File: config.mk
export PLATFORM = sky130hd
export DESIGN_NAME = timestamp_packet_counter
export DESIGN_NICKNAME = d
export VERILOG_FILES = /design/src/hdl/tstamp_pkg.sv /design/src/hdl/cal_date_step.sv /design/src/hdl/timestamp_packet_counter.sv
export SDC_FILE = /design/constraint.sdc
export NUM_CORES = 1
export LEC_CHECK = 0
export BUFFER_PORTS_ARGS = -buffer_cell sky130_fd_sc_hd__buf_4
export CORE_MARGIN = 2
export CORE_UTILIZATION = 47
export DETAILED_ROUTE_END_ITERATION = 6
export PLACE_DENSITY = 0.77
export SYNTH_ARGS = -nofsm -noshare
export SYNTH_HDL_FRONTEND = slang
export SYNTH_HIERARCHICAL = 1
export SYNTH_SLANG_ARGS = --single-unit
File: constraint.sdc
create_clock -name core_clk -period 3 [get_ports core_clk]
set_input_delay 0.6 -clock core_clk [delete_from_list [all_inputs] [get_ports core_clk]]
set_output_delay 0.6 -clock core_clk [all_outputs]
set_load 0.02 [all_outputs]
File: src/hdl/tstamp_pkg.sv
// Package for the time stamp and packet counter unit.
// Assumes a single 250 MHz core clock; no software-visible registers.
package tstamp_pkg;

   // ----------------------------------------
   // Clock and timing
   // ----------------------------------------
   localparam int CLK_MHZ = 250;              // Core clock rate
   localparam int FINE_TICK_US_X10 = 1;       // Fine tick, 0.1 ms as tenths of a ms
   localparam int FINE_TICK_CYC = CLK_MHZ * 100 * FINE_TICK_US_X10;   // 25000 cycles
   localparam int NS_PER_CYC = 1000 / CLK_MHZ;                        // 4 ns per cycle
   localparam logic [31:0] NS_PER_SEC = 32'd1000000000;
   localparam logic [31:0] NS_STEP = 32'h0000_0004;

   // ----------------------------------------
   // Calendar record layout and limits
   // ----------------------------------------
   localparam int OFS_NS = 0;
   localparam int OFS_YEAR = 4;
   localparam int OFS_MONTH = 6;
   localparam int OFS_DAY = 7;
   localparam int OFS_HOUR = 8;
   localparam int OFS_MIN = 9;
   localparam int OFS_SEC = 10;
   localparam int OFS_FLAGS = 11;
   localparam int REC_BYTES = 12;
   localparam logic [15:0] YEAR_MIN = 16'd1999;
   localparam logic [15:0] YEAR_MAX = 16'd2099;
   localparam logic [7:0] FLAG_TOW_OK = 8'h01;
   localparam logic [7:0] FLAG_WEEK_OK = 8'h02;
   localparam logic [7:0] FLAG_UTC_OK = 8'h04;

   // Reset value: zero seconds into the first supported day
   localparam logic [15:0] RST_YEAR = 16'd1999;
   localparam logic [7:0] RST_MONTH = 8'h01;
   localparam logic [7:0] RST_DAY = 8'h01;

   // ----------------------------------------
   // Carried types
   // ----------------------------------------
   typedef struct packed {
      logic [31:0] nsec;
      logic [15:0] year;
      logic [7:0] month;
      logic [7:0] day;
      logic [7:0] hour;
      logic [7:0] minute;
      logic [7:0] second;
      logic [7:0] flags;
   } cal_time_t;

   typedef struct packed {
      logic add_count;   // Message carries the packet counter
      logic add_cal;     // Message carries the calendar time record
      logic add_fine;    // Message carries the fine time stamp
   } tag_cfg_t;

   typedef struct packed {
      logic [15:0] count;
      cal_time_t cal;
      logic [31:0] fine;
      tag_cfg_t has;
   } msg_tag_t;

   typedef enum logic [2:0] {
      SRC_ZERO = 3'b001,
      SRC_NVM = 3'b010,
      SRC_SAT = 3'b100
   } time_src_t;

endpackage : tstamp_pkg

File: src/hdl/cal_date_step.sv
// Combinational calendar step: next day with month lengths and leap years.
// Assumes a year in the supported range; the last year does not roll on.
`timescale 1ns/1ps
module cal_date_step (
   input wire logic [15:0] year,          // Current year
   input wire logic [7:0] month,          // Current month 1..12
   input wire logic [7:0] day,            // Current day 1..31
   output logic [15:0] year_nxt,          // Year after one day
   output logic [7:0] month_nxt,          // Month after one day
   output logic [7:0] day_nxt             // Day after one day
);
   logic leap;
   logic [7:0] last_day;

   // ----------------------------------------
   // Month length (range 1999..2099 has no century exception but 2100)
   // ----------------------------------------
   assign leap = (year[1:0] == 2'h0);
   always_comb begin
      case (month)
         8'h02: last_day = leap ? 8'h1d : 8'h1c;
         8'h04, 8'h06, 8'h09, 8'h0b: last_day = 8'h1e;
         default: last_day = 8'h1f;
      endcase
   end

   // Carry day into month into year, clamp at the last year
   always_comb begin
      year_nxt = year;
      month_nxt = month;
      day_nxt = day + 8'h01;
      if (day >= last_day) begin
         day_nxt = 8'h01;
         month_nxt = month + 8'h01;
         if (month >= 8'h0c) begin
            month_nxt = 8'h01;
            year_nxt = year + 16'h0001;
            if (year >= tstamp_pkg::YEAR_MAX) begin
               year_nxt = tstamp_pkg::YEAR_MAX; // No roll past the last year
               month_nxt = 8'h0c;
               day_nxt = 8'h1f;
            end
         end
      end
   end
endmodule : cal_date_step

File: src/hdl/timestamp_packet_counter.sv
// Time stamp and packet counter unit: counter, calendar time, fine stamp.
// Assumes message requests and time loads come from logic on core_clk.
//
// Summary of operation
// - Messages optionally carry counter, stamp, or both
// - Counter increments once per composed message
// - Counter value captured at compose time
// - Calendar layout used even if unsynchronised
// - Nanoseconds at offset 0, below one billion
// - Year at offset 4, 1999 to 2099
// - Month offset 6, day offset 7
// - Hour, minute, second at offsets 8-10
// - Flag byte 11: TOW, week, UTC valid
// - Start zero; stored time, satellite time override
// - Midnight wrap advances date one day; 2099-12-31 repeats
// - Fine stamp 32 bits, 0.1 ms steps
`timescale 1ns/1ps
module timestamp_packet_counter (
   input wire logic core_clk,                         // 250 MHz clock
   input wire logic rst_n,                            // Sync reset, active low
   input wire tstamp_pkg::tag_cfg_t cfg,              // Output configuration
   input wire logic compose,                          // Pulse: message composed
   input wire logic nvm_load,                         // Pulse: stored time valid
   input wire tstamp_pkg::cal_time_t nvm_time,        // Time from non-volatile memory
   input wire logic sat_load,                         // Pulse: satellite time valid
   input wire tstamp_pkg::cal_time_t sat_time,        // Time from satellite receiver
   output tstamp_pkg::msg_tag_t tag_r,                // Tag of composed message
   output logic tag_valid_r,                          // Pulse: tag_r updated
   output tstamp_pkg::cal_time_t cal_r,               // Running calendar time
   output logic [31:0] fine_r,                        // Running fine stamp
   output logic [2:0] src_r                           // Current time source
);
   logic [15:0] count_r;
   logic [14:0] tick_cnt_r;
   logic tick;
   logic sec_end;
   logic day_end;
   logic [15:0] year_nxt;
   logic [7:0] month_nxt;
   logic [7:0] day_nxt;
   logic [95:0] rec_bytes;

   // ----------------------------------------
   // Fine stamp
   // ----------------------------------------

   // Divider to one pulse per 0.1 ms
   always_ff @(posedge core_clk) begin
      if (!rst_n || tick) begin
         tick_cnt_r <= '0;
      end else begin
         tick_cnt_r <= tick_cnt_r + 15'h0001;
      end
   end
   assign tick = (tick_cnt_r == 15'(tstamp_pkg::FINE_TICK_CYC - 1));

   // Wraps freely at 32 bits
   always_ff @(posedge core_clk) begin
      if (!rst_n) begin
         fine_r <= '0;
      end else if (tick) begin
         fine_r <= fine_r + 32'h0000_0001;
      end
   end

   // ----------------------------------------
   // Calendar time
   // ----------------------------------------
   assign sec_end = (cal_r.nsec >= tstamp_pkg::NS_PER_SEC - tstamp_pkg::NS_STEP);
   assign day_end = sec_end && cal_r.second == 8'h3b && cal_r.minute == 8'h3b && cal_r.hour == 8'h17;

   cal_date_step u_date (
      .year(cal_r.year),
      .month(cal_r.month),
      .day(cal_r.day),
      .year_nxt(year_nxt),
      .month_nxt(month_nxt),
      .day_nxt(day_nxt)
   );

   // Satellite beats stored beats zero; a lower source never overwrites
   always_ff @(posedge core_clk) begin
      if (!rst_n) begin
         src_r <= tstamp_pkg::SRC_ZERO;
      end else if (sat_load) begin
         src_r <= tstamp_pkg::SRC_SAT;
      end else if (nvm_load && src_r != tstamp_pkg::SRC_SAT) begin
         src_r <= tstamp_pkg::SRC_NVM;
      end
   end

   // Runs in UTC layout whether or not synchronised
   always_ff @(posedge core_clk) begin
      if (!rst_n) begin
         cal_r.nsec <= '0;
         cal_r.year <= tstamp_pkg::RST_YEAR;
         cal_r.month <= tstamp_pkg::RST_MONTH;
         cal_r.day <= tstamp_pkg::RST_DAY;
         cal_r.hour <= '0;
         cal_r.minute <= '0;
         cal_r.second <= '0;
         cal_r.flags <= '0;
      end else if (sat_load) begin
         cal_r <= sat_time;
      end else if (nvm_load && src_r != tstamp_pkg::SRC_SAT) begin
         cal_r <= nvm_time;
      end else begin
         cal_r.nsec <= sec_end ? 32'h0 : cal_r.nsec + tstamp_pkg::NS_STEP;
         if (sec_end) begin
            cal_r.second <= (cal_r.second == 8'h3b) ? 8'h00 : cal_r.second + 8'h01;
            if (cal_r.second == 8'h3b) begin
               cal_r.minute <= (cal_r.minute == 8'h3b) ? 8'h00 : cal_r.minute + 8'h01;
               if (cal_r.minute == 8'h3b) begin
                  cal_r.hour <= (cal_r.hour == 8'h17) ? 8'h00 : cal_r.hour + 8'h01;
               end
            end
         end
         if (day_end) begin
            cal_r.year <= year_nxt;
            cal_r.month <= month_nxt;
            cal_r.day <= day_nxt;
         end
      end
   end

   // Byte image of the record, low offset in the top byte
   assign rec_bytes = {cal_r.nsec, cal_r.year, cal_r.month, cal_r.day, cal_r.hour, cal_r.minute,
                       cal_r.second, cal_r.flags};

   // ----------------------------------------
   // Packet counter and message tag
   // ----------------------------------------

   // One step per message, whatever it carries; wraps at 16 bits
   always_ff @(posedge core_clk) begin
      if (!rst_n) begin
         count_r <= '0;
      end else if (compose) begin
         count_r <= count_r + 16'h0001;
      end
   end

   // Tag captured at composition, before any sending delay
   always_ff @(posedge core_clk) begin
      if (!rst_n) begin
         tag_r <= '0;
         tag_valid_r <= 1'b0;
      end else begin
         tag_valid_r <= compose;
         if (compose) begin
            tag_r.count <= cfg.add_count ? count_r : 16'h0;
            tag_r.cal <= cfg.add_cal ? cal_r : '0;
            tag_r.fine <= cfg.add_fine ? fine_r : 32'h0;
            tag_r.has <= cfg;
         end
      end
   end
endmodule : timestamp_packet_counter

; After elaboration in Yosys (flattened, before gate mapping)
; Index checks and enable logic that the tools add are counted.
[classes]
n_eq_ne = 10
addsub = 10
reduce_logical = 20
bitwise_logic = 1
n_lt_le_gt_ge = 4
muxes = 27
[op_table]
columns = cell, count
row1 = $mux 96, 2
row2 = $mux 32, 3
row3 = $mux 88, 1
row4 = $mux 16, 5
row5 = $mux 8, 9
row6 = $add 8x1->8 const B, 5
row7 = $add 16x1->16 const B, 2
row8 = $add 32x1->32 const B, 1
row9 = $add 32x3->32 const B, 1
row10 = $ge 32x30->1 const B, 1
row11 = $mux 24, 1
row12 = $reduce_bool 3->1, 6
row13 = $eq 8x3->1 const B, 2
row14 = $eq 8x4->1 const B, 2
row15 = $eq 8x6->1 const B, 2
row16 = $ge 16x12->1 const B, 1
row17 = $pmux 8 s2, 1
row18 = $add 15x1->15 const B, 1
row19 = $eq 15x15->1 const B, 1
row20 = $eq 8x2->1 const B, 1
row21 = $eq 8x5->1 const B, 1
row22 = $ge 8x4->1 const B, 1
row23 = $ge 8x8->1, 1
row24 = $mux 3, 2
row25 = 14 further kinds, 19
[totals]
out_inout_bits = 279
inputBits = 200
word_cells = 99
ff_bits = 310

; Longest topological paths before layout
; Gate-level depths: netlist of the first run.
[logic_depth]
depth_word = 8
mapped_depth = 16
depth_no_buf = 15

; Hierarchy
; Netlist of the first run, hierarchy kept.
[modules_own_cells]
columns = mod, cells_each, area_per_inst_um2, instances
row1 = timestamp_packet_counter, 1732, 14697.8, 1
row2 = cal_date_step, 153, 952.2, 1

; Worst setup path after synthesis of the first run
; No wires, ideal clock.
[synth_timing]
path_kind = register to register
startpoint = register cal_r[40] (netlist name)
endpoint = register cal_r[40] (netlist name)
setup_time_ns = 0.132
stages_incl_launch_ff = 16
path_buffers = 1
arrival_ns = 2.777
slack_ns = 0.090
cell_sequence = dfxtp_1 > ha_1 > nor2_1 > o21ai_0 > nand4_1 > ha_1 > nand2b_1 > nand4_1 > a21oi_4 > and2_2 > buf_2 > a211o_1 > nand2_1 > a21oi_1 > a221oi_1 > o21ai_1
[synth_between]
elab_chain_cells = 6
[synth_rtl]
columns = element, line_no
row1 = $add 8x1->8 / $ge 8x4->1 (equally long branches), "cal_date_step.sv:34, cal_date_step.sv:35"
row2 = $mux 8 *, cal_date_step.sv:35  ; if (month >= 8'h0c) begin
row3 = $mux 8 *, cal_date_step.sv:32  ; if (day >= last_day) begin
row4 = net month_nxt[0], timestamp_packet_counter.sv:39  ; logic [7:0] month_nxt;
row5 = $mux 32 *, timestamp_packet_counter.sv:118  ; if (day_end) begin
row6 = $mux 88 *, timestamp_packet_counter.sv:105  ; end else if (nvm_load && src_r != tstamp_pkg::SRC_SAT) begin
row7 = $mux 96 *, timestamp_packet_counter.sv:103  ; end else if (sat_load) begin
; Mark *: on every way through the listed nets, which the timed path passes. The rest lies on a longest branch. The select of a mux whose other input is x is not followed.
; A chain may end at the register's enable or synchronous reset.

; Worst setup path after layout of the first run
[layout_timing]
startpoint = register cal_r[40] (netlist name)
endpoint = register cal_r[51] (netlist name)
[layout_between]
elab_chain_cells = 6
[layout_rtl]
columns = element, line_no
row1 = $eq 8x3->1 / $eq 8x4->1 (equally long branches), cal_date_step.sv:20  ; case (month)
row2 = $reduce_or 4->1, cal_date_step.sv:20
row3 = $pmux 8 s2, cal_date_step.sv:20
row4 = $ge 8x8->1, cal_date_step.sv:32
row5 = $reduce_bool 3->1 (no source line), -
row6 = $reduce_and 3->1 (no source line) *, -
; Mark *: on every way between the ends. The rest lies on a longest branch, timed or not.

==> results of run 1 <==
-- layout make-up --
| type | count | area share |
|---|---|---|
| clock buffers | 45 | 0.0458 |
| diodes | 10 | 0.00120 |
| multi-input cells | 1417 | 0.424 |
| clock inverters | 15 | 0.00678 |
| repair buffers | 532 | 0.194 |
| well taps | 442 | 0.0265 |
| flip-flops and latches | 310 | 0.298 |
| inverters | 21 | 0.00378 |
-- kinds of logic (layout without fill, tap and decap cells) --
| group | Yosys count | in the layout | synth area share |
|---|---|---|---|
| AO/OA/AOI/OAI | 410 | 410 | 0.176 |
| XOR/XNOR | 100 | 100 | 0.0560 |
| adder cells (fa/ha/maj) | 16 | 16 | 0.0128 |
| buffers and inverters | 159 | 613 | 0.0418 |
| flip-flops | 310 | 310 | 0.397 |
| multiplexers | 18 | 18 | 0.0115 |
| other | 1 | 12 | 0.000240 |
| AND/OR/NAND/NOR | 871 | 871 | 0.305 |
-- cells in the mapped netlist, types with 6 or more instances --
master      n
xnor2_1    66
nand4_1    25
a21boi_0   19
o211ai_1   13
clkbuf_1  102
nand2b_1   14
nand2_1   191
ha_1       16
a221o_1    11
xor2_1     34
nor3_1     27
a22oi_1     7
inv_1      20
mux2i_1    18
o21ai_0    42
a221oi_1   19
and4_1      9
buf_2      16
o211a_1    12
nor2_1     71
buf_1      13
and2_1     70
a21boi_1   21
o221ai_1   35
dfxtp_1   310
a21oi_1   166
nand3_1   113
nor4_1      6
a211oi_1    6
o21ai_1    12
a221oi_2    9
and3_1     27
nor2b_1   286
-- critical path: cells and delay by family, from the launching register on --
kind | cells | cell delay (ps)
buf+inv | 3 | 260
compound gates | 7 | 1010
simple gates | 4 | 560
flops | 1 | 360
fa+ha+maj | 2 | 490
-- flip-flops by register name (all words and copies together), names as in the netlist --
name,cells
cal_r,96
count_r,16
fine_r,32
src_r,3
tag_r,147
tag_valid_r,1
tick_cnt_r,15
-- metrics by stage --
stage | instances | worst slack [ps]
2_1_floorplan | 1886 | 90.2
3_3_place_gp | 2718 | 88.9
3_5_place_dp | 2718 | 13.1
4_1_cts | 2778 | 2.78
5_1_grt | 2791 | 9.91
6_report | 2792 | 192
-- final timing paths --
check	end	slack (ps)	cells past startpoint	start
min	cal_r[6]	290	2	sat_time[6]
max	cal_r[51]	190	16	cal_r[40]
max reg2reg	cal_r[51]	190	16	cal_r[40]
min reg2reg	src_r[0]	460	2	src_r[0]
-- per-layer routing --
metal / track usage / up-vias
met2: 0.487 / 660
met3: 0.0679 / 128
met4: 0.157 / 0
met1: 0.382 / 7443
li1: - / 7409
met5: 0 / -
-- power by group --
part           total (mW)  internal, mW  switching [mW]
Combinational        1.80         0.812           0.987
Clock                4.15          2.36            1.79
Sequential           4.51          4.28           0.233
-- what timing repair did --
action | in CTS | in global routing
pin swaps | 1 | 6
setup endpoints to repair | 3 | 27
gates resized for setup | 1 | 12
setup buffers | 0 | 4
==> run metrics, run 1 <==
first-pass GRT wire length 85.6 mm; # DRC 0; Peak Freq between 300 and 400 MHz; CTS max path bufs 3; Total GRT Usage 0.303; Final HPWL DP ~40 mm; vias about 16000; final setup skew roughly 21 ps; asr flop ratio synth 0; Crit path top cell by count o21ai_1; Post-synth EDFFs 0; highest-delay cell along the critical path dfxtp_4; row count 66; DR iter-0 viols roughly 960; initial antenna violation count 10; global-route congestion overflow total 0; # fillers between 2000 and 3000; Lkg Pwr 8.75 nW; crit path max fanout 6; Startpoint Class register; Synthesis Warnings 6; Port-buffer cells ~480; I/O pins around 480; Core Region between 30000 and 40000 um2; Pre-Repair DR Iteration Count 5; synthesis-to-finish area growth 33.2%; Yosys cell types 78; synthesized area ~16000 um2; Reg area around 6200 um2; worst hold path type input pin to register; max-slew violation count 0; worst hold margin ~290 ps; Final Hold Vio Count 0; WL/cell 19.7 um; Worst Path Arrival roughly 3200 ps; Setup Total Neg Slack 0 ps; post-route ant nets 0; clock-pin slew on the worst setup and hold paths roughly 60 ps; Design Power ~10 mW; starting density of the core 0.479; CTS H-tree lvls 2; root buffer cell clkbuf_16; layout cell share with drive strength beyond 1 0.269; Peak VDD IR roughly 0.00034 V; Synth Flop Type dfxtp_1; placed inst area between 15000 and 20000 um2; Layout Nets between 2000 and 3000; Post-Syn Instances 1885; RSZ-0062 raised after global routing false; Max-Cap Viols 0; crit share post-route 0.936; Final setup viols 0; die area 34800 um2; status finished, final reports clean; Placer Congestion slightly above 0.9; Mapped Avg Cell Area slightly above 8 um2; clock buffer count from CTS 36; die height around 190 um; vias in the first global route 15095; CTS tree yes; Die Wd 186 um; Critical Path RT about 3400 ps; largest net degree at the start of global routing approximately 110; # clock sinks 310; clk_lat worst skew roughly 530 ps; Crit. End Element register; Post-Route WL between 50 and 60 mm; WL met2 between 20 and 30 mm; Setup Crit Path Kind register to register; fin area between 20000 and 25000 um2; worst slew pin tran 1230 ps; leading area contributor after synthesis dfxtp_1; most frequent cells in the layout buf_4, dfxtp_1, nor2b_1, nand2_1, a21oi_1; routed vias/inst 5.60; minimum clock period around 2800 ps; crit-path cells inv_2 > ha_2 > inv_1 > o21ai_1 > nand4_1 > ha_1 > nand2b_4 > and4_4 > o21ai_2 > buf_4 > a22o_1 > a31o_2 > nand2_1 > a21oi_1 > a221oi_2 > o21ai_1; register area share after synthesis 0.397; Top Metal Used met4; met3 WL approximately 4.3 mm; Area contributors post-synth dfxtp_1, nor2b_1, a21oi_1; Synth Register Bits 310; post-synth top area share 0.397; delay of the slowest critical-path stage roughly 360 ps; final core utilization 0.637; Slew HR 0.172; Multi-input gate area 8830 um2; hold buffer count at cts 0; commonest non-fill, non-tap cell in the layout buf_4; Power Dens Cells around 500 nW/um2; metal1 wirelength between 20 and 25 mm
Note: power is estimated with default switching activity, not from simulation.
==> run 2: changes to the inputs <==
Settings changed: RECOVER_POWER from default to 25.
==> run metrics, run 2 (synthesis results as in run 1) <==
status complete, but fails checks; violated checks max-capacitance violations, max-slew violations; Final Hold Vio Count 0; # clock sinks 310; clk_lat worst skew 530 ps; Crit. End Element register; Top Metal Used met4; Max-Cap Viols 2; metal1 wirelength between 20 and 25 mm; die area 34800 um2; clock buffer count from CTS 36; Critical Path RT ~3500 ps; Lkg Pwr just under 9 nW; Pre-Repair DR Iteration Count 5; reg-to-reg critical path startpoint cal_r[40]; root buffer cell clkbuf_16; clock-pin slew on the worst setup and hold paths 60 ps; Final HPWL DP ~40 mm; Startpoint Class register; CP delay by family, top compound AO/OA/AOI/OAI gates; highest-delay cell along the critical path dfxtp_4; Peak VDD IR roughly 0.00034 V; CTS H-tree lvls 2; WL met2 ~26 mm; final setup skew roughly 20 ps; DR iter-0 viols roughly 1000; Slew HR -0.324; Worst Path Arrival between 3000 and 4000 ps; commonest non-fill, non-tap cell in the layout buf_4; vias 15629; Power Dens Cells 503 nW/um2; routed vias/inst around 5.6; Port-buffer cells 478; RSZ-0062 raised after global routing false; most frequent cells in the layout buf_4, dfxtp_1, nor2b_1, nand2_1, a21oi_1; hold_sp sat_time[6]; final worst slack approximately 200 ps; # DRC 0; max-slew violation count between 100 and 150; first-pass GRT wire length approximately 86 mm; row count 66; WP buf/inv 2; minimum clock period ~2800 ps; post-route ant nets 0; worst slew pin tran slightly below 2000 ps; crit-path cells inv_2 > ha_2 > inv_1 > o21ai_1 > nand4_1 > ha_1 > nand2b_4 > nand4_1 > a21oi_4 > and2_2 > a31o_2 > nand2_1 > a21oi_1 > a221oi_2 > o21ai_1; Layout Nets ~2500; largest net degree at the start of global routing between 100 and 150; I/O pins roughly 480; CTS max path bufs 3; Die Wd 186 um; global-route congestion overflow total 0; dpl ws ~13 ps; initial antenna violation count 10; synthesis-to-finish area growth 32.9%; met3 WL 4.23 mm; die height between 150 and 200 um; layout cell share with drive strength beyond 1 0.267; Setup Total Neg Slack 0 ps; vias in the first global route ~15000; Peak Freq ~360 MHz; Setup Crit Path Kind register to register; Final setup viols 0; crit share post-route 0.933; Largest register FFs 147; Placer Congestion approximately 0.91; Total GRT Usage 0.303; worst hold path type input pin to register; starting density of the core 0.479; Core Region 32700 um2; crit path max fanout 6; CP Launch Point cal_r[40]; Largest regs tag_r x147, cal_r x96, fine_r x32; delay of the slowest critical-path stage 360 ps; largest register by flop count tag_r; Post-Route WL approximately 55 mm; CTS tree yes; WL/cell 19.7 um; worst hold margin 289 ps
run 2: cell count changes in the layout (fill, tap and decap cells not counted), sizes merged:
cell,change
buf,-9
clkbuf,+9
run 2: metrics by stage:
step	instances	util	total power [mW]	instance area [um2]
2_1_floorplan	1886	-	5.56	15700
3_3_place_gp	2718	0.601	6.33	19700
3_5_place_dp	2718	0.601	6.35	19700
4_1_cts	2778	0.635	10.5	20800
5_1_grt	2791	0.636	10.8	20800
6_report	2792	0.636	10.5	20800
run 2: final timing paths:
check                                      to  slack (ps)  cells after the start
worst max-delay path                cal_r[51]         200                     15
worst min register to register  tick_cnt_r[0]         460                      1
worst max register to register      cal_r[51]         200                     15
worst min-delay path                 cal_r[6]         290                      2
run 2: timing repair:
action                     CTS  global route
buffers inserted             0             4
hold buffers                 0             0
setup endpoints to repair    3            27
resized for setup            1            12
pin swaps                    1             6
run 2: per-layer routing:
| layer | up-vias | track usage |
|---|---|---|
| li1 | 7405 | - |
| met1 | 7432 | 0.382 |
| met2 | 654 | 0.487 |
| met3 | 138 | 0.0679 |
| met4 | 0 | 0.157 |
| met5 | - | 0 |
run 2: power breakdown:
| group | total, mW | internal, mW | switching (mW) |
|---|---|---|---|
| clock network | 4.15 | 2.36 | 1.80 |
| registers | 4.51 | 4.28 | 0.233 |
| logic | 1.80 | 0.808 | 0.988 |
| total | 10.5 | 7.44 | 3.02 |
run 2: area by class of cell:
cell class	count	area [um2]
Sequential cell	310	6210
Tap cell	442	553
Multi-Input combinational cell	1417	8830
Clock buffer	45	955
Timing Repair Buffer	532	4010
Clock inverter	15	141
Fill cell	2867	11900
Inverter	21	78.8
Antenna cell	10	25.0
